[src/shared/sar_adc_defines.svh]
`ifndef SAR_ADC_DEFINES_SVH
`define SAR_ADC_DEFINES_SVH

// register offsets (byte addresses on the plain port)
`define ADC_ADDR_W          2
`define ADC_OFS_STATUS_CTRL 2'h0
`define ADC_OFS_RESULT      2'h1
`define ADC_OFS_CLOCK_CFG   2'h2

// status/control field positions
`define ADC_SC_DONE_BIT     7
`define ADC_SC_IRQEN_BIT    6
`define ADC_SC_CONT_BIT     5
`define ADC_SC_CH_HI        4
`define ADC_SC_CH_LO        0

// clock register field positions
`define ADC_CK_DIV_HI       7
`define ADC_CK_DIV_LO       5
`define ADC_CK_SRC_BIT      4

// reset values
`define ADC_SC_RESET        8'h1f
`define ADC_CK_RESET        8'h00
`define ADC_RESULT_RESET    8'h00

// channel codes
`define ADC_CH_PORTB_LAST   5'h07
`define ADC_CH_PORTD_LAST   5'h0e
`define ADC_CH_RESERVED     5'h1b
`define ADC_CH_REF_HIGH     5'h1d
`define ADC_CH_REF_LOW      5'h1e
`define ADC_CH_POWER_OFF    5'h1f

// timing: converter clock ticks per conversion
`define ADC_CONV_TICKS      5'd16
`define ADC_TICK_CNT_W      4

`endif

[src/shared/sar_adc_pkg.sv]
package sar_adc_pkg;

  typedef enum logic [1:0]
  {
    MUX_PORT_B,
    MUX_PORT_D,
    MUX_INTERNAL,
    MUX_NONE
  } mux_group_t;

  typedef struct packed
  {
    mux_group_t  group;
    logic [2:0]  index;
    logic        refHigh;
    logic        refLow;
    logic        powerOn;
  } mux_sel_t;

  typedef struct packed
  {
    logic [1:0]  addr;
    logic [7:0]  wdata;
    logic        wr;
    logic        rd;
  } reg_req_t;

endpackage

[src/rtl/sar_clock_divider.sv]
`timescale 1ns/1ns
`default_nettype none

// ----------------------------------------------------------------
// converter clock tick from bus or crystal clock
// ----------------------------------------------------------------
module sar_clock_divider
(
  input  wire logic       clk,
  input  wire logic       reset,
  input  wire logic       restart,
  input  wire logic       srcBus,
  input  wire logic       xtalTick,
  input  wire logic [2:0] divSel,
  output logic            tick
);

  logic       srcTick;
  logic [3:0] divCnt_r;
  logic [3:0] divLimit;

  // crystal pulses are single-cycle enables in this clock domain
  assign srcTick = srcBus ? 1'b1 : xtalTick;

  always_comb
  begin
    unique case (divSel)
      3'h0:    divLimit = 4'h0;
      3'h1:    divLimit = 4'h1;
      3'h2:    divLimit = 4'h3;
      3'h3:    divLimit = 4'h7;
      default: divLimit = 4'hf;
    endcase
  end

  always_ff @(posedge clk)
  begin
    if (reset || restart)
      divCnt_r <= 4'h0;
    else if (srcTick)
      divCnt_r <= (divCnt_r >= divLimit) ? 4'h0 : divCnt_r + 4'h1;
  end

  assign tick = srcTick && (divCnt_r >= divLimit);

endmodule

`default_nettype wire

[src/rtl/sar_adc_sequencer.sv]
// How it works
// - continuous mode overwrites result every conversion
// - continuous bit set restarts conversion each end
// - continuous flag set first, held until clear
// - irq enabled: interrupt per conversion, flag repurposed
// - single mode flag set; write/read clears
// - irq enabled: request at end, read/write clears
// - reset clears flag, irq enable, continuous
// - clear continuous bit: one conversion per start
// - codes 0-7 port B, 8-14 port D
// - unused and reserved codes give undefined result
// - codes 1d/1e route high/low reference
// - all-ones code powers off; settle one conversion
// - wait mode keeps converting, irq wakes
// - stop mode aborts conversion, goes inactive
// - single 8-bit read-only result register
// - 3-bit prescaler selects converter clock divide
// - status/control write starts conversion unless code is all ones
// - conversion takes 16 to 17 converter clocks
// - divide 1,2,4,8; top bit set gives 16
// - clock select: 1 bus, 0 crystal, reset crystal
`timescale 1ns/1ns
`default_nettype none
`include "sar_adc_defines.svh"

module sar_adc_sequencer
  import sar_adc_pkg::*;
(
  input  wire logic       clk,
  input  wire logic       reset,
  input  wire logic [1:0] regAddr,
  input  wire logic [7:0] regWdata,
  input  wire logic       regWr,
  input  wire logic       regRd,
  output logic      [7:0] regRdata,
  input  wire logic       xtalTick,
  input  wire logic       stopMode,
  input  wire logic       compHigh,
  output logic      [7:0] dacCode,
  output mux_sel_t        muxSel,
  output logic            sampleHold,
  output logic            converting,
  output logic            irqReq
);

  // ----------------------------------------------------------------
  // request bundle and decode
  // ----------------------------------------------------------------
  reg_req_t req;
  logic     wrCtrl;
  logic     wrClk;
  logic     rdResult;

  assign req      = '{addr: regAddr, wdata: regWdata, wr: regWr, rd: regRd};
  assign wrCtrl   = req.wr && (req.addr == `ADC_OFS_STATUS_CTRL);
  assign wrClk    = req.wr && (req.addr == `ADC_OFS_CLOCK_CFG);
  assign rdResult = req.rd && (req.addr == `ADC_OFS_RESULT);

  // ----------------------------------------------------------------
  // control registers
  // ----------------------------------------------------------------
  logic       irqEnable_r;
  logic       contMode_r;
  logic [4:0] channelSel_r;
  logic [2:0] divSel_r;
  logic       srcBus_r;

  always_ff @(posedge clk)
  begin
    if (reset)
    begin
      irqEnable_r  <= 1'b0;
      contMode_r   <= 1'b0;
      channelSel_r <= 5'(`ADC_SC_RESET);
    end
    else if (wrCtrl)
    begin
      irqEnable_r  <= req.wdata[`ADC_SC_IRQEN_BIT];
      contMode_r   <= req.wdata[`ADC_SC_CONT_BIT];
      channelSel_r <= req.wdata[`ADC_SC_CH_HI:`ADC_SC_CH_LO];
    end
  end

  always_ff @(posedge clk)
  begin
    if (reset)
    begin
      divSel_r <= 3'h0;
      srcBus_r <= 1'b0;
    end
    else if (wrClk)
    begin
      divSel_r <= req.wdata[`ADC_CK_DIV_HI:`ADC_CK_DIV_LO];
      srcBus_r <= req.wdata[`ADC_CK_SRC_BIT];
    end
  end

  // ----------------------------------------------------------------
  // channel mux decode
  // ----------------------------------------------------------------
  logic     powerOff;
  mux_sel_t mux_nxt;

  assign powerOff = (channelSel_r == `ADC_CH_POWER_OFF);

  always_comb
  begin
    mux_nxt = '{group: MUX_NONE, index: 3'h0, refHigh: 1'b0,
                refLow: 1'b0, powerOn: !powerOff};
    if (channelSel_r <= `ADC_CH_PORTB_LAST)
    begin
      mux_nxt.group = MUX_PORT_B;
      mux_nxt.index = channelSel_r[2:0];
    end
    else if (channelSel_r <= `ADC_CH_PORTD_LAST)
    begin
      mux_nxt.group = MUX_PORT_D;
      mux_nxt.index = channelSel_r[2:0];
    end
    else if (channelSel_r == `ADC_CH_REF_HIGH)
    begin
      mux_nxt.group   = MUX_INTERNAL;
      mux_nxt.refHigh = 1'b1;
    end
    else if (channelSel_r == `ADC_CH_REF_LOW)
    begin
      mux_nxt.group  = MUX_INTERNAL;
      mux_nxt.refLow = 1'b1;
    end
    // unused and reserved codes leave the mux open: result undefined
  end

  always_ff @(posedge clk)
  begin
    if (reset)
      muxSel <= '{group: MUX_NONE, index: 3'h0, refHigh: 1'b0,
                  refLow: 1'b0, powerOn: 1'b0};
    else
      muxSel <= mux_nxt;
  end

  // ----------------------------------------------------------------
  // converter clock
  // ----------------------------------------------------------------
  logic adcTick;

  // a control write realigns the divider phase
  sar_clock_divider u_divider
  (
    .clk      (clk),
    .reset    (reset),
    .restart  (wrCtrl),
    .srcBus   (srcBus_r),
    .xtalTick (xtalTick),
    .divSel   (divSel_r),
    .tick     (adcTick)
  );

  // ----------------------------------------------------------------
  // conversion sequencer
  // ----------------------------------------------------------------
  typedef enum logic [1:0]
  {
    ST_IDLE,
    ST_SAMPLE,
    ST_APPROX,
    ST_DONE
  } conv_state_t;

  conv_state_t state_r;
  logic [3:0]  tickCnt_r;
  logic [7:0]  sar_r;
  logic [2:0]  bitIdx_r;
  logic        convEnd;

  assign convEnd = (state_r == ST_DONE);

  always_ff @(posedge clk)
  begin
    // stop mode: drop everything, converter inactive
    if (reset || stopMode)
    begin
      state_r   <= ST_IDLE;
      tickCnt_r <= 4'h0;
      sar_r     <= 8'h00;
      bitIdx_r  <= 3'h7;
    end
    // a control write abandons any conversion in flight
    else if (wrCtrl)
    begin
      if (req.wdata[`ADC_SC_CH_HI:`ADC_SC_CH_LO] == `ADC_CH_POWER_OFF)
        state_r <= ST_IDLE;
      else
        state_r <= ST_SAMPLE;
      tickCnt_r <= 4'h0;
      sar_r     <= 8'h00;
      bitIdx_r  <= 3'h7;
    end
    else
    begin
      unique case (state_r)
        ST_IDLE:
          state_r <= ST_IDLE;
        ST_SAMPLE:
          if (adcTick)
          begin
            // eight ticks sample, eight ticks approximate: 16 ticks
            // plus divider phase gives 16 to 17
            tickCnt_r <= tickCnt_r + 4'h1;
            if (tickCnt_r == 4'h7)
            begin
              state_r  <= ST_APPROX;
              sar_r    <= 8'h80;
            end
          end
        ST_APPROX:
          if (adcTick)
          begin
            tickCnt_r <= tickCnt_r + 4'h1;
            sar_r[bitIdx_r] <= compHigh;
            if (bitIdx_r != 3'h0)
            begin
              sar_r[bitIdx_r - 3'h1] <= 1'b1;
              bitIdx_r <= bitIdx_r - 3'h1;
            end
            else
              state_r <= ST_DONE;
          end
        // one cycle to load the result, then resample or rest
        ST_DONE:
        begin
          tickCnt_r <= 4'h0;
          sar_r     <= 8'h00;
          bitIdx_r  <= 3'h7;
          state_r   <= contMode_r ? ST_SAMPLE : ST_IDLE;
        end
      endcase
    end
  end

  // ----------------------------------------------------------------
  // trial code and status outputs
  // ----------------------------------------------------------------
  // trial code comes straight from the SAR flops, so the comparator
  // always judges the bit being tried on this tick
  assign dacCode = sar_r;

  always_ff @(posedge clk)
  begin
    if (reset)
    begin
      sampleHold <= 1'b0;
      converting <= 1'b0;
    end
    else
    begin
      sampleHold <= (state_r == ST_SAMPLE);
      converting <= (state_r != ST_IDLE);
    end
  end

  // ----------------------------------------------------------------
  // result, flag and interrupt
  // ----------------------------------------------------------------
  logic [7:0] result_r;
  logic       doneFlag_r;
  logic       firstDone_r;

  always_ff @(posedge clk)
  begin
    if (reset)
      result_r <= `ADC_RESULT_RESET;
    else if (convEnd)
      result_r <= sar_r;
  end

  // first-done tracks the first end after a start in continuous mode
  always_ff @(posedge clk)
  begin
    if (reset || wrCtrl)
      firstDone_r <= 1'b0;
    else if (convEnd)
      firstDone_r <= 1'b1;
  end

  // set wins over a clear arriving in the same cycle
  // continuous mode re-sets only while still set: a clear sticks
  always_ff @(posedge clk)
  begin
    if (reset)
      doneFlag_r <= 1'b0;
    else if (convEnd && !irqEnable_r
             && (!contMode_r || !firstDone_r || doneFlag_r))
      doneFlag_r <= 1'b1;
    else if (wrCtrl || rdResult)
      doneFlag_r <= 1'b0;
    else if (irqEnable_r)
      doneFlag_r <= 1'b0;
  end

  // interrupt also serves as the wake source in wait mode
  always_ff @(posedge clk)
  begin
    if (reset)
      irqReq <= 1'b0;
    else if (convEnd && irqEnable_r)
      irqReq <= 1'b1;
    else if (wrCtrl || rdResult || !irqEnable_r)
      irqReq <= 1'b0;
  end

  // ----------------------------------------------------------------
  // read port
  // ----------------------------------------------------------------
  always_ff @(posedge clk)
  begin
    if (reset)
      regRdata <= 8'h00;
    else if (req.rd)
    begin
      unique case (req.addr)
        `ADC_OFS_STATUS_CTRL:
          regRdata <= {doneFlag_r, irqEnable_r, contMode_r, channelSel_r};
        `ADC_OFS_RESULT:
          regRdata <= result_r;
        `ADC_OFS_CLOCK_CFG:
          regRdata <= {divSel_r, srcBus_r, 4'h0};
        // unmapped space reads zero
        default:
          regRdata <= 8'h00;
      endcase
    end
    else
      regRdata <= 8'h00;
  end

endmodule

`default_nettype wire

[config.mk]
export PLATFORM = sky130hd
export DESIGN_NAME = sar_adc_sequencer
export DESIGN_NICKNAME = d
export VERILOG_FILES = /design/src/shared/sar_adc_pkg.sv /design/src/rtl/sar_clock_divider.sv /design/src/rtl/sar_adc_sequencer.sv
export VERILOG_INCLUDE_DIRS = /design/src /design/src/shared
export SDC_FILE = /design/constraint.sdc
export NUM_CORES = 1
export LEC_CHECK = 0
export ABC_AREA = 1
export BUFFER_PORTS_ARGS = -buffer_cell sky130_fd_sc_hd__buf_2
export CELL_PAD_IN_SITES_DETAIL_PLACEMENT = 1
export CELL_PAD_IN_SITES_GLOBAL_PLACEMENT = 2
export CORE_UTILIZATION = 32
export DETAILED_ROUTE_END_ITERATION = 8
export GPL_TIMING_DRIVEN = 0
export PLACE_DENSITY_LB_ADDON = 0.25
export SLEW_MARGIN = 20
export SYNTH_ARGS = -nofsm -noshare
export SYNTH_HDL_FRONTEND = slang
export SYNTH_SLANG_ARGS = --single-unit
[constraint.sdc]
create_clock -name clk -period 1.79 [get_ports clk]
set_input_delay 0 -clock clk [delete_from_list [all_inputs] [get_ports clk]]
set_output_delay 0 -clock clk [all_outputs]
set_load 0.005 [all_outputs]
# --- Yosys cells after proc, flatten, opt, wreduce, memory -nomap -nowiden ---
# Cells that the tools add are included.
# W data, S select, Z words.
word_totals:
  reg_bits: 61
  inputBits: 17
  out_inout_bits: 27
  wordCells: 133
classes:
  add_sub_neg: 3
  magnitude_cmp: 7
  n_eq_ne: 22
  muxes: 39
  bitwise: 2
  n_reduce_logical: 38
ops:
  columns: ["operator", "n"]
  rows:
  - ["$pmux W8 S3", 2]
  - ["$mux W8", 4]
  - ["$eq A5 B5 Y1 const B", 4]
  - ["$pmux W4 S4", 1]
  - ["$mux W2", 7]
  - ["$mux W1", 13]
  - ["$ne A3 B2 Y1 const B", 4]
  - ["$logic_and A1 B1 Y1", 9]
  - ["$mux W3", 3]
  - ["$reduce_bool A3 Y1", 3]
  - ["$add A4 B1 Y4 const B", 2]
  - ["$bwmux W8", 1]
  - ["$lt A3 B4 Y1 const B", 2]
  - ["$mux W4", 2]
  - ["$ne A2 B2 Y1 const B", 4]
  - ["$or A8 B8 Y8", 1]
  - ["$pmux W2 S4", 1]
  - ["$pmux W4 S2", 1]
  - ["$reduce_and A4 Y1", 2]
  - ["$reduce_bool A2 Y1", 4]
  - ["$demux W1 S3", 2]
  - ["$eq A2 B2 Y1 const B", 3]
  - ["$eq A3 B2 Y1 const B", 2]
  - ["$ge A3 B1 Y1 const B", 2]
  - ["other kinds (20)", 32]

# --- Depth between registers and ports, before layout ---
# Gate-level depths: netlist of the first run.
logic_depth:
  depth_word: 9
  mapped_depth: 15
  mapped_depth_nobuf: 15

# --- Modules after synthesis ---
# A second synthesis of the first run with hierarchy kept.
unflattened:
  cells_unflattened: 400
  area_unflattened_um2: 2969.1
modules_own_cells:
  columns: ["mod", "instances", "cells_per_inst", "area_each_um2", "seq_area_each_um2"]
  rows:
  - ["sar_adc_sequencer", 1, 358, 2646.3, 1141.1]
  - ["sar_clock_divider", 1, 42, 322.8, 80.1]

# --- Least setup slack after synthesis of the first run ---
# Ideal clock, no wire load.
synth_path:
  kind: "register to register"
  from: "register divSel_r[1]"
  to: "register sar_r[2], in the netlist dacCode[2]"
  setup_ns: 0.113
  arrival_time_ns: 1.513
  required_time_ns: 1.677
  setup_slack_ns: 0.164
  stages_incl_launch_ff: 12
  n_path_buf: 1
  period_less_slack_ns: 1.626
  cell_sequence: "dfxtp_1 nor2_1 nand2_1 ha_1 nand4_1 nand3_1 nand2_2 a21oi_4 buf_4 nand2_1 nand2_1 nor2_1"
synth_between:
  elab_chain_len: 6
  elab_cells_between_ends: 10
  classes_between: "1 x order compare; 5 x eq/ne; 1 x mux; 3 x reduce/logical"
synth_rtl:
  columns: ["element", "line_no", "source"]
  rows:
  - ["start: declaration", "sar_adc_sequencer.sv:65", "logic [2:0] divSel_r;"]
  - ["start signal: assignment", "sar_adc_sequencer.sv:93", "divSel_r <= req.wdata[`ADC_CK_DIV_HI:`ADC_CK_DIV_LO];"]
  - ["$eq A3 B2 Y1, or another cell as far along", "sar_clock_divider.sv:27", "unique case (divSel)"]
  - ["$pmux W4 S4 *", "sar_clock_divider.sv:27", null]
  - ["$ge A4 B4 Y1 *", "sar_clock_divider.sv:44", "assign tick = srcTick && (divCnt_r >= divLimit);"]
  - ["$logic_and A1 B1 Y1 *", "sar_clock_divider.sv:44", null]
  - ["$ne A2 B2 Y1 (no source line)", null, null]
  - ["$reduce_and A4 Y1 (no source line) *", null, null]
  - ["end signal: indexed assignment", "sar_adc_sequencer.sv:220", "sar_r[bitIdx_r] <= compHigh;"]
  - ["end: declaration", "sar_adc_sequencer.sv:172", "logic [7:0] sar_r;"]
# Mark *: on every way between the ends. The rest lies on a longest branch, timed or not.
# A chain may end at the register's enable or synchronous reset.

# --- Worst setup path after layout of the first run ---
layout_path:
  from: "register divSel_r[1]"
  to: "register sar_r[4], in the netlist dacCode[4]"
# Same word-level chain as after synthesis.

==> results of run 1 <==
[worst min-delay path, stage by stage]
cell and delay, ns:
buf_2 0.13, nor2_4 0.08, nand2_1 0.06, a21oi_1 0.05
[per-stage QoR]
| step | total power [mW] | util | hold slack, ns | instance area, µm² | worst slack (ns) |
|---|---|---|---|---|---|
| 2_1_floorplan | 1.63 | - | 0.113 | 2930 | 0.164 |
| 3_3_place_gp | 1.73 | 0.372 | 0.232 | 3280 | -0.175 |
| 3_5_place_dp | 1.74 | 0.372 | 0.234 | 3280 | -0.214 |
| 4_1_cts | 3.11 | 0.419 | 0.00728 | 3690 | 0.0125 |
| 5_1_grt | 3.23 | 0.426 | 0.0382 | 3750 | -0.104 |
| 6_report | 3.08 | 0.426 | 0.0320 | 3750 | 0.0140 |
[power by group]
part | total, mW | switching (mW) | leakage [nW] | internal [mW]
combinational | 0.348 | 0.211 | 1.16 | 0.137
clock | 1.31 | 0.550 | 0.101 | 0.763
sequential | 1.42 | 0.0285 | 0.496 | 1.39
total | 3.08 | 0.789 | 1.75 | 2.29
[kinds of logic after synthesis]
kind of cell | after synthesis | share of synthesized area
buffers and inverters | 58 | 0.0838
xor gates and xnor gates | 5 | 0.0214
AOI/OAI and AO/OA | 67 | 0.125
DFF | 61 | 0.417
and+or+nand+nor | 203 | 0.297
adders and majority gates | 13 | 0.0556
[area by class of cell]
class                   count  area share
clock inverters             5      0.0207
repair buffers             61       0.103
plain buffers              10      0.0187
clock buffers               9      0.0331
flip-flops and latches     61       0.330
multi-input cells         288       0.410
well taps                 108      0.0361
inverters                  48      0.0491
[synthesized netlist by cell type (all sizes together) (5+ instances only)]
cell	number	area, µm²
o21ai	31	155
buf	5	42.5
inv	48	180
dfxtp	61	1220
o211ai	5	37.5
clkbuf	5	22.5
nor2	49	209
nand3	28	140
a21oi	27	146
ha	13	163
nand4	5	31.3
nand2	114	445
[registers in the layout (all words and copies together) (netlist names), 2 cells and up]
name                cells
muxSel                  8
state_r                 2
regRdata                8
tickCnt_r               4
u_divider.divCnt_r      4
result_r                8
dacCode                 8
channelSel_r            5
bitIdx_r                3
divSel_r                3
[per-layer routing]
metal / part of all wire / global-route usage
met1: 0.48 / 0.237
met2: 0.48 / 0.318
met3: 0.029 / 0.0353
met4: 0.011 / 0.0629
met5: 0 / 0
[final timing paths]
path,end,slack (ns),depth (start not counted)
min,regRdata[0],0.03,4
max,dacCode[4],0.01,10
max reg2reg,dacCode[4],0.01,10
min reg2reg,regRdata[3],0.48,2
[what timing repair did]
action	in CTS	in global routing
gates cloned	1	0
hold buffers	13	0
endpoints found under the hold margin	17	0
pin swaps	2	3
endpoints found under the setup margin	14	20
setup buffers	2	2
resized for setup	17	16
==> run summary, run 1 <==
status -> finished with violations
violated checks -> DRC
wire length of the first global-routing pass -> 14100 µm
# diodes -> 0
area of the multi-input gates -> 1540 µm²
post-synth cell types -> 34
drt total wl -> 8260 µm
largest net degree at the start of global routing -> 11
Synth async-reset ratio -> 0
Layout Skew -> 0.00859 ns
Crit path max-delay family -> simple AND/OR/NAND/NOR gates
# rows -> 34
worst path bufs/invs -> 1
most frequent cells in the layout -> nand2_1, dfxtp_1, buf_2
Area Overhead vs Synth -> 28.0%
post-DP HPWL -> 5940 µm
Warnings, synthesis -> 0
critical path endpoint category -> flop
min-delay worst type -> in -> reg
Die Wd -> 97.6 µm
count of final setup violators -> 0
CTS Buffer Depth -> 2
clock transition at the registers of the reported paths -> 0.07 ns
setup TNS -> 0 ns
Mean Syn Cell Area -> 7.19 µm²
synthesized instance count -> 407
Vias/cell -> 4.77
R2R Path Start -> divSel_r[1]
RSZ-0062 raised after global routing -> yes
final cell count without fillers -> 590
largest fanout on the critical path -> 5
Worst Path Required -> 2.08 ns
gpl congestion -> 0.758
First-pass DRT Iterations -> 6
Worst Setup SP -> divSel_r[1]
layout cells sized above 1 -> 0.220
DRC viols -> 14
Die Area -> 9530 µm²
Reg area -> 1230 µm²
number of max-cap violations -> 0
TritonCTS Sinks -> 61
CP Cell Sequence -> nor2_4 > nand2_2 > ha_4 > nand4_1 > nand3_2 > nand2_4 > a21oi_4 > buf_2 > nor2_1 > nor2_2
CP Data Arrival Time -> 2.06 ns
Setup CP Type -> reg -> reg
CTS buffer count -> 9
fin crit share -> 0.992
FILL cells -> 1129
vertical die dimension -> 97.6 µm
Starting Density -> 0.332
fin. max-slew vios -> 0
Relative slew margins -> 0.636
vias in the first global route -> 2897
startpoint types -> flop
CTS tree -> yes
Worst VDD drop -> 0.309 mV
Hold Startpoint -> regAddr[0]
H-tree level count -> 3
initial antenna violation count -> 0
min cycle time layout -> 1.78 ns
nets@finish -> 509
Worst-Skew Late Latency -> 0.34 ns
Top FF cell, synth -> dfxtp_1
EDFF count, synth -> 0
grt ovf -> 0
critical path's slowest cell -> dfxtp_4
GRT Util Overall -> 0.187
Port-buffer cells -> 43
routed via count -> 2816
Initial DRC Count -> 52
Floorplan Core Area -> 8810 µm²
Post-Syn Area -> 2930 µm²
Pwr Density -> 821 nW/µm²
clk root buf -> clkbuf_8
wire per inst -> 14.0 µm
Seq/Total Area, Yosys -> 0.417
Lkg Pwr -> 1.75 nW
slowest stage delay, CP -> 0.36 ns
Slew @ Worst Pin -> 0.546 ns
num ports -> 44
Final ANT Viol Nets -> 0
Net Count, Synth -> 437
Placed Instances -> 558
Final Hold Viols -> 0
commonest non-fill, non-tap cell in the layout -> nand2_1
Max Clock Freq -> 563 MHz
#FFs+latches synth -> 61
(Power assumes the default switching activity.)
==> run 2, diff against run 1 <==
CORE_ASPECT_RATIO = 1.5   (was unset)
==> run summary, run 2 (synthesized netlist as in run 1, its figures left out) <==
CTS buffer count -> 9
# diodes -> 0
Die Area -> 9540 µm²
Worst VDD drop -> 0.499 mV
critical path's slowest cell -> dfxtp_4
Die Wd -> 80.1 µm
Port-buffer cells -> 43
clk root buf -> clkbuf_16
largest net degree at the start of global routing -> 11
DRC viols -> 0
CTS Buffer Depth -> 2
CTS tree -> yes
wire length of the first global-routing pass -> 13800 µm
Lkg Pwr -> 1.81 nW
num ports -> 44
grt ovf -> 0
cell mode on critical path -> nand2_1
largest fanout on the critical path -> 5
wire per inst -> 14.1 µm
startpoint types -> flop
Floorplan Core Area -> 8830 µm²
layout cells sized above 1 -> 0.220
slowest stage delay, CP -> 0.36 ns
Layout Skew -> 0.00537 ns
clock transition at the registers of the reported paths -> 0.05 ns
min cycle time layout -> 1.79 ns
RSZ-0062 raised after global routing -> yes
CP Data Arrival Time -> 2.01 ns
critical path endpoint category -> flop
design area -> 3840 µm²
Max Clock Freq -> 560 MHz
GRT Util Overall -> 0.190
number of max-cap violations -> 0
FILL cells -> 1134
Worst Path Required -> 2.01 ns
TritonCTS Sinks -> 61
Area Overhead vs Synth -> 31.3%
post-DP HPWL -> 6140 µm
Placed Instances -> 560
nets@finish -> 507
First-pass DRT Iterations -> 4
vertical die dimension -> 119 µm
CP Cell Sequence -> nor2_4 > nand2_2 > ha_4 > nand4_1 > nand3_2 > nand2_4 > a21oi_4 > buf_6 > nand2_1 > nand2_1 > nor2_2
fin crit share -> 0.997
H-tree level count -> 3
most frequent cells in the layout -> nand2_1, dfxtp_1, buf_2
vias in the first global route -> 2912
drt total wl -> 8340 µm
Final ANT Viol Nets -> 0
Pwr Density -> 928 nW/µm²
Relative slew margins -> 0.644
Initial DRC Count -> 89
utilization after layout -> 0.435
fin. max-slew vios -> 0
final cell count without fillers -> 592
# rows -> 42
commonest non-fill, non-tap cell in the layout -> nand2_1
Slew @ Worst Pin -> 0.535 ns
Final Hold Viols -> 0
initial antenna violation count -> 0
Worst-Skew Late Latency -> 0.33 ns
gpl congestion -> 0.781
status -> completed
Starting Density -> 0.331
Post-DP Area -> 3280 µm²
min-delay worst type -> in -> reg
count of final setup violators -> 0
Vias/cell -> 4.83
Setup CP Type -> reg -> reg
routed via count -> 2859
-- run 2: changes by cell type in the layout (fill, tap and decap cells not counted), sizes merged --
cell and change:
inv +1, clkinv -1, clkbuf +4, clkinvlp -1
dlygate4sd3 -2, bufinv -1
-- run 2: worst max-delay path, delay by kind of cell, from the launching register on --
family / cells / cell delay, ns
simple gates: 8 / 0.65
flops: 1 / 0.36
fa+ha+maj: 1 / 0.25
buf+inv: 1 / 0.16
compound gates: 1 / 0.26
-- run 2: stage by stage --
step / total power [mW] / setup WS (ns) / TNS, ns / hold slack, ns
2_1_floorplan: 1.63 / 0.164 / 0 / 0.113
3_3_place_gp: 1.73 / -0.168 / -1.09 / 0.236
3_5_place_dp: 1.74 / -0.199 / -1.82 / 0.239
4_1_cts: 3.60 / -0.0121 / -0.0175 / 0.0104
5_1_grt: 3.71 / -0.0740 / -0.365 / 0.0194
6_report: 3.57 / 0.00470 / 0 / 0.0101
-- run 2: per-layer routing --
metal	wire length (µm)	global-route usage	vias to the layer above
met2	4490	0.345	42
met3	237	0.0460	9
met5	0	0	-
met1	3480	0.208	1360
li1	-	-	1448
met4	129	0.0670	0
-- run 2: power breakdown --
part	total (mW)	leakage [nW]	internal, mW	switching, mW
clock network	1.80	0.152	1.19	0.616
registers	1.42	0.495	1.39	0.0287
logic	0.342	1.16	0.134	0.208
total	3.57	1.81	2.71	0.853
-- run 2: final timing paths --
kind | depth (start not counted) | slack [ns] | endpoint | start
max | 11 | 0.005 | dacCode[5] | divSel_r[1]
max reg2reg | 11 | 0.005 | dacCode[5] | divSel_r[1]
min reg2reg | 2 | 0.47 | regRdata[3] | result_r[3]
min | 3 | 0.01 | divSel_r[1] | regWr
-- run 2: cell type report --
| class | instances | area, µm² | area share |
|---|---|---|---|
| Buffer | 10 | 70.1 | 0.0182 |
| Clock buffer | 13 | 270 | 0.0703 |
| Timing Repair Buffer | 59 | 370 | 0.0964 |
| Tap cell | 110 | 138 | 0.0358 |
| Clock inverter | 3 | 42.5 | 0.0111 |
| Sequential cell | 61 | 1230 | 0.321 |
| Multi-Input combinational cell | 288 | 1540 | 0.401 |
| Inverter | 48 | 180 | 0.0469 |
-- run 2: timing repair --
item,in CTS,in global routing
gates resized for setup,17,16
hold endpoints to repair,14,0
setup endpoints to repair,15,17
hold buffers,11,0
cloned,1,0
setup buffers,3,1
pin swaps,4,3
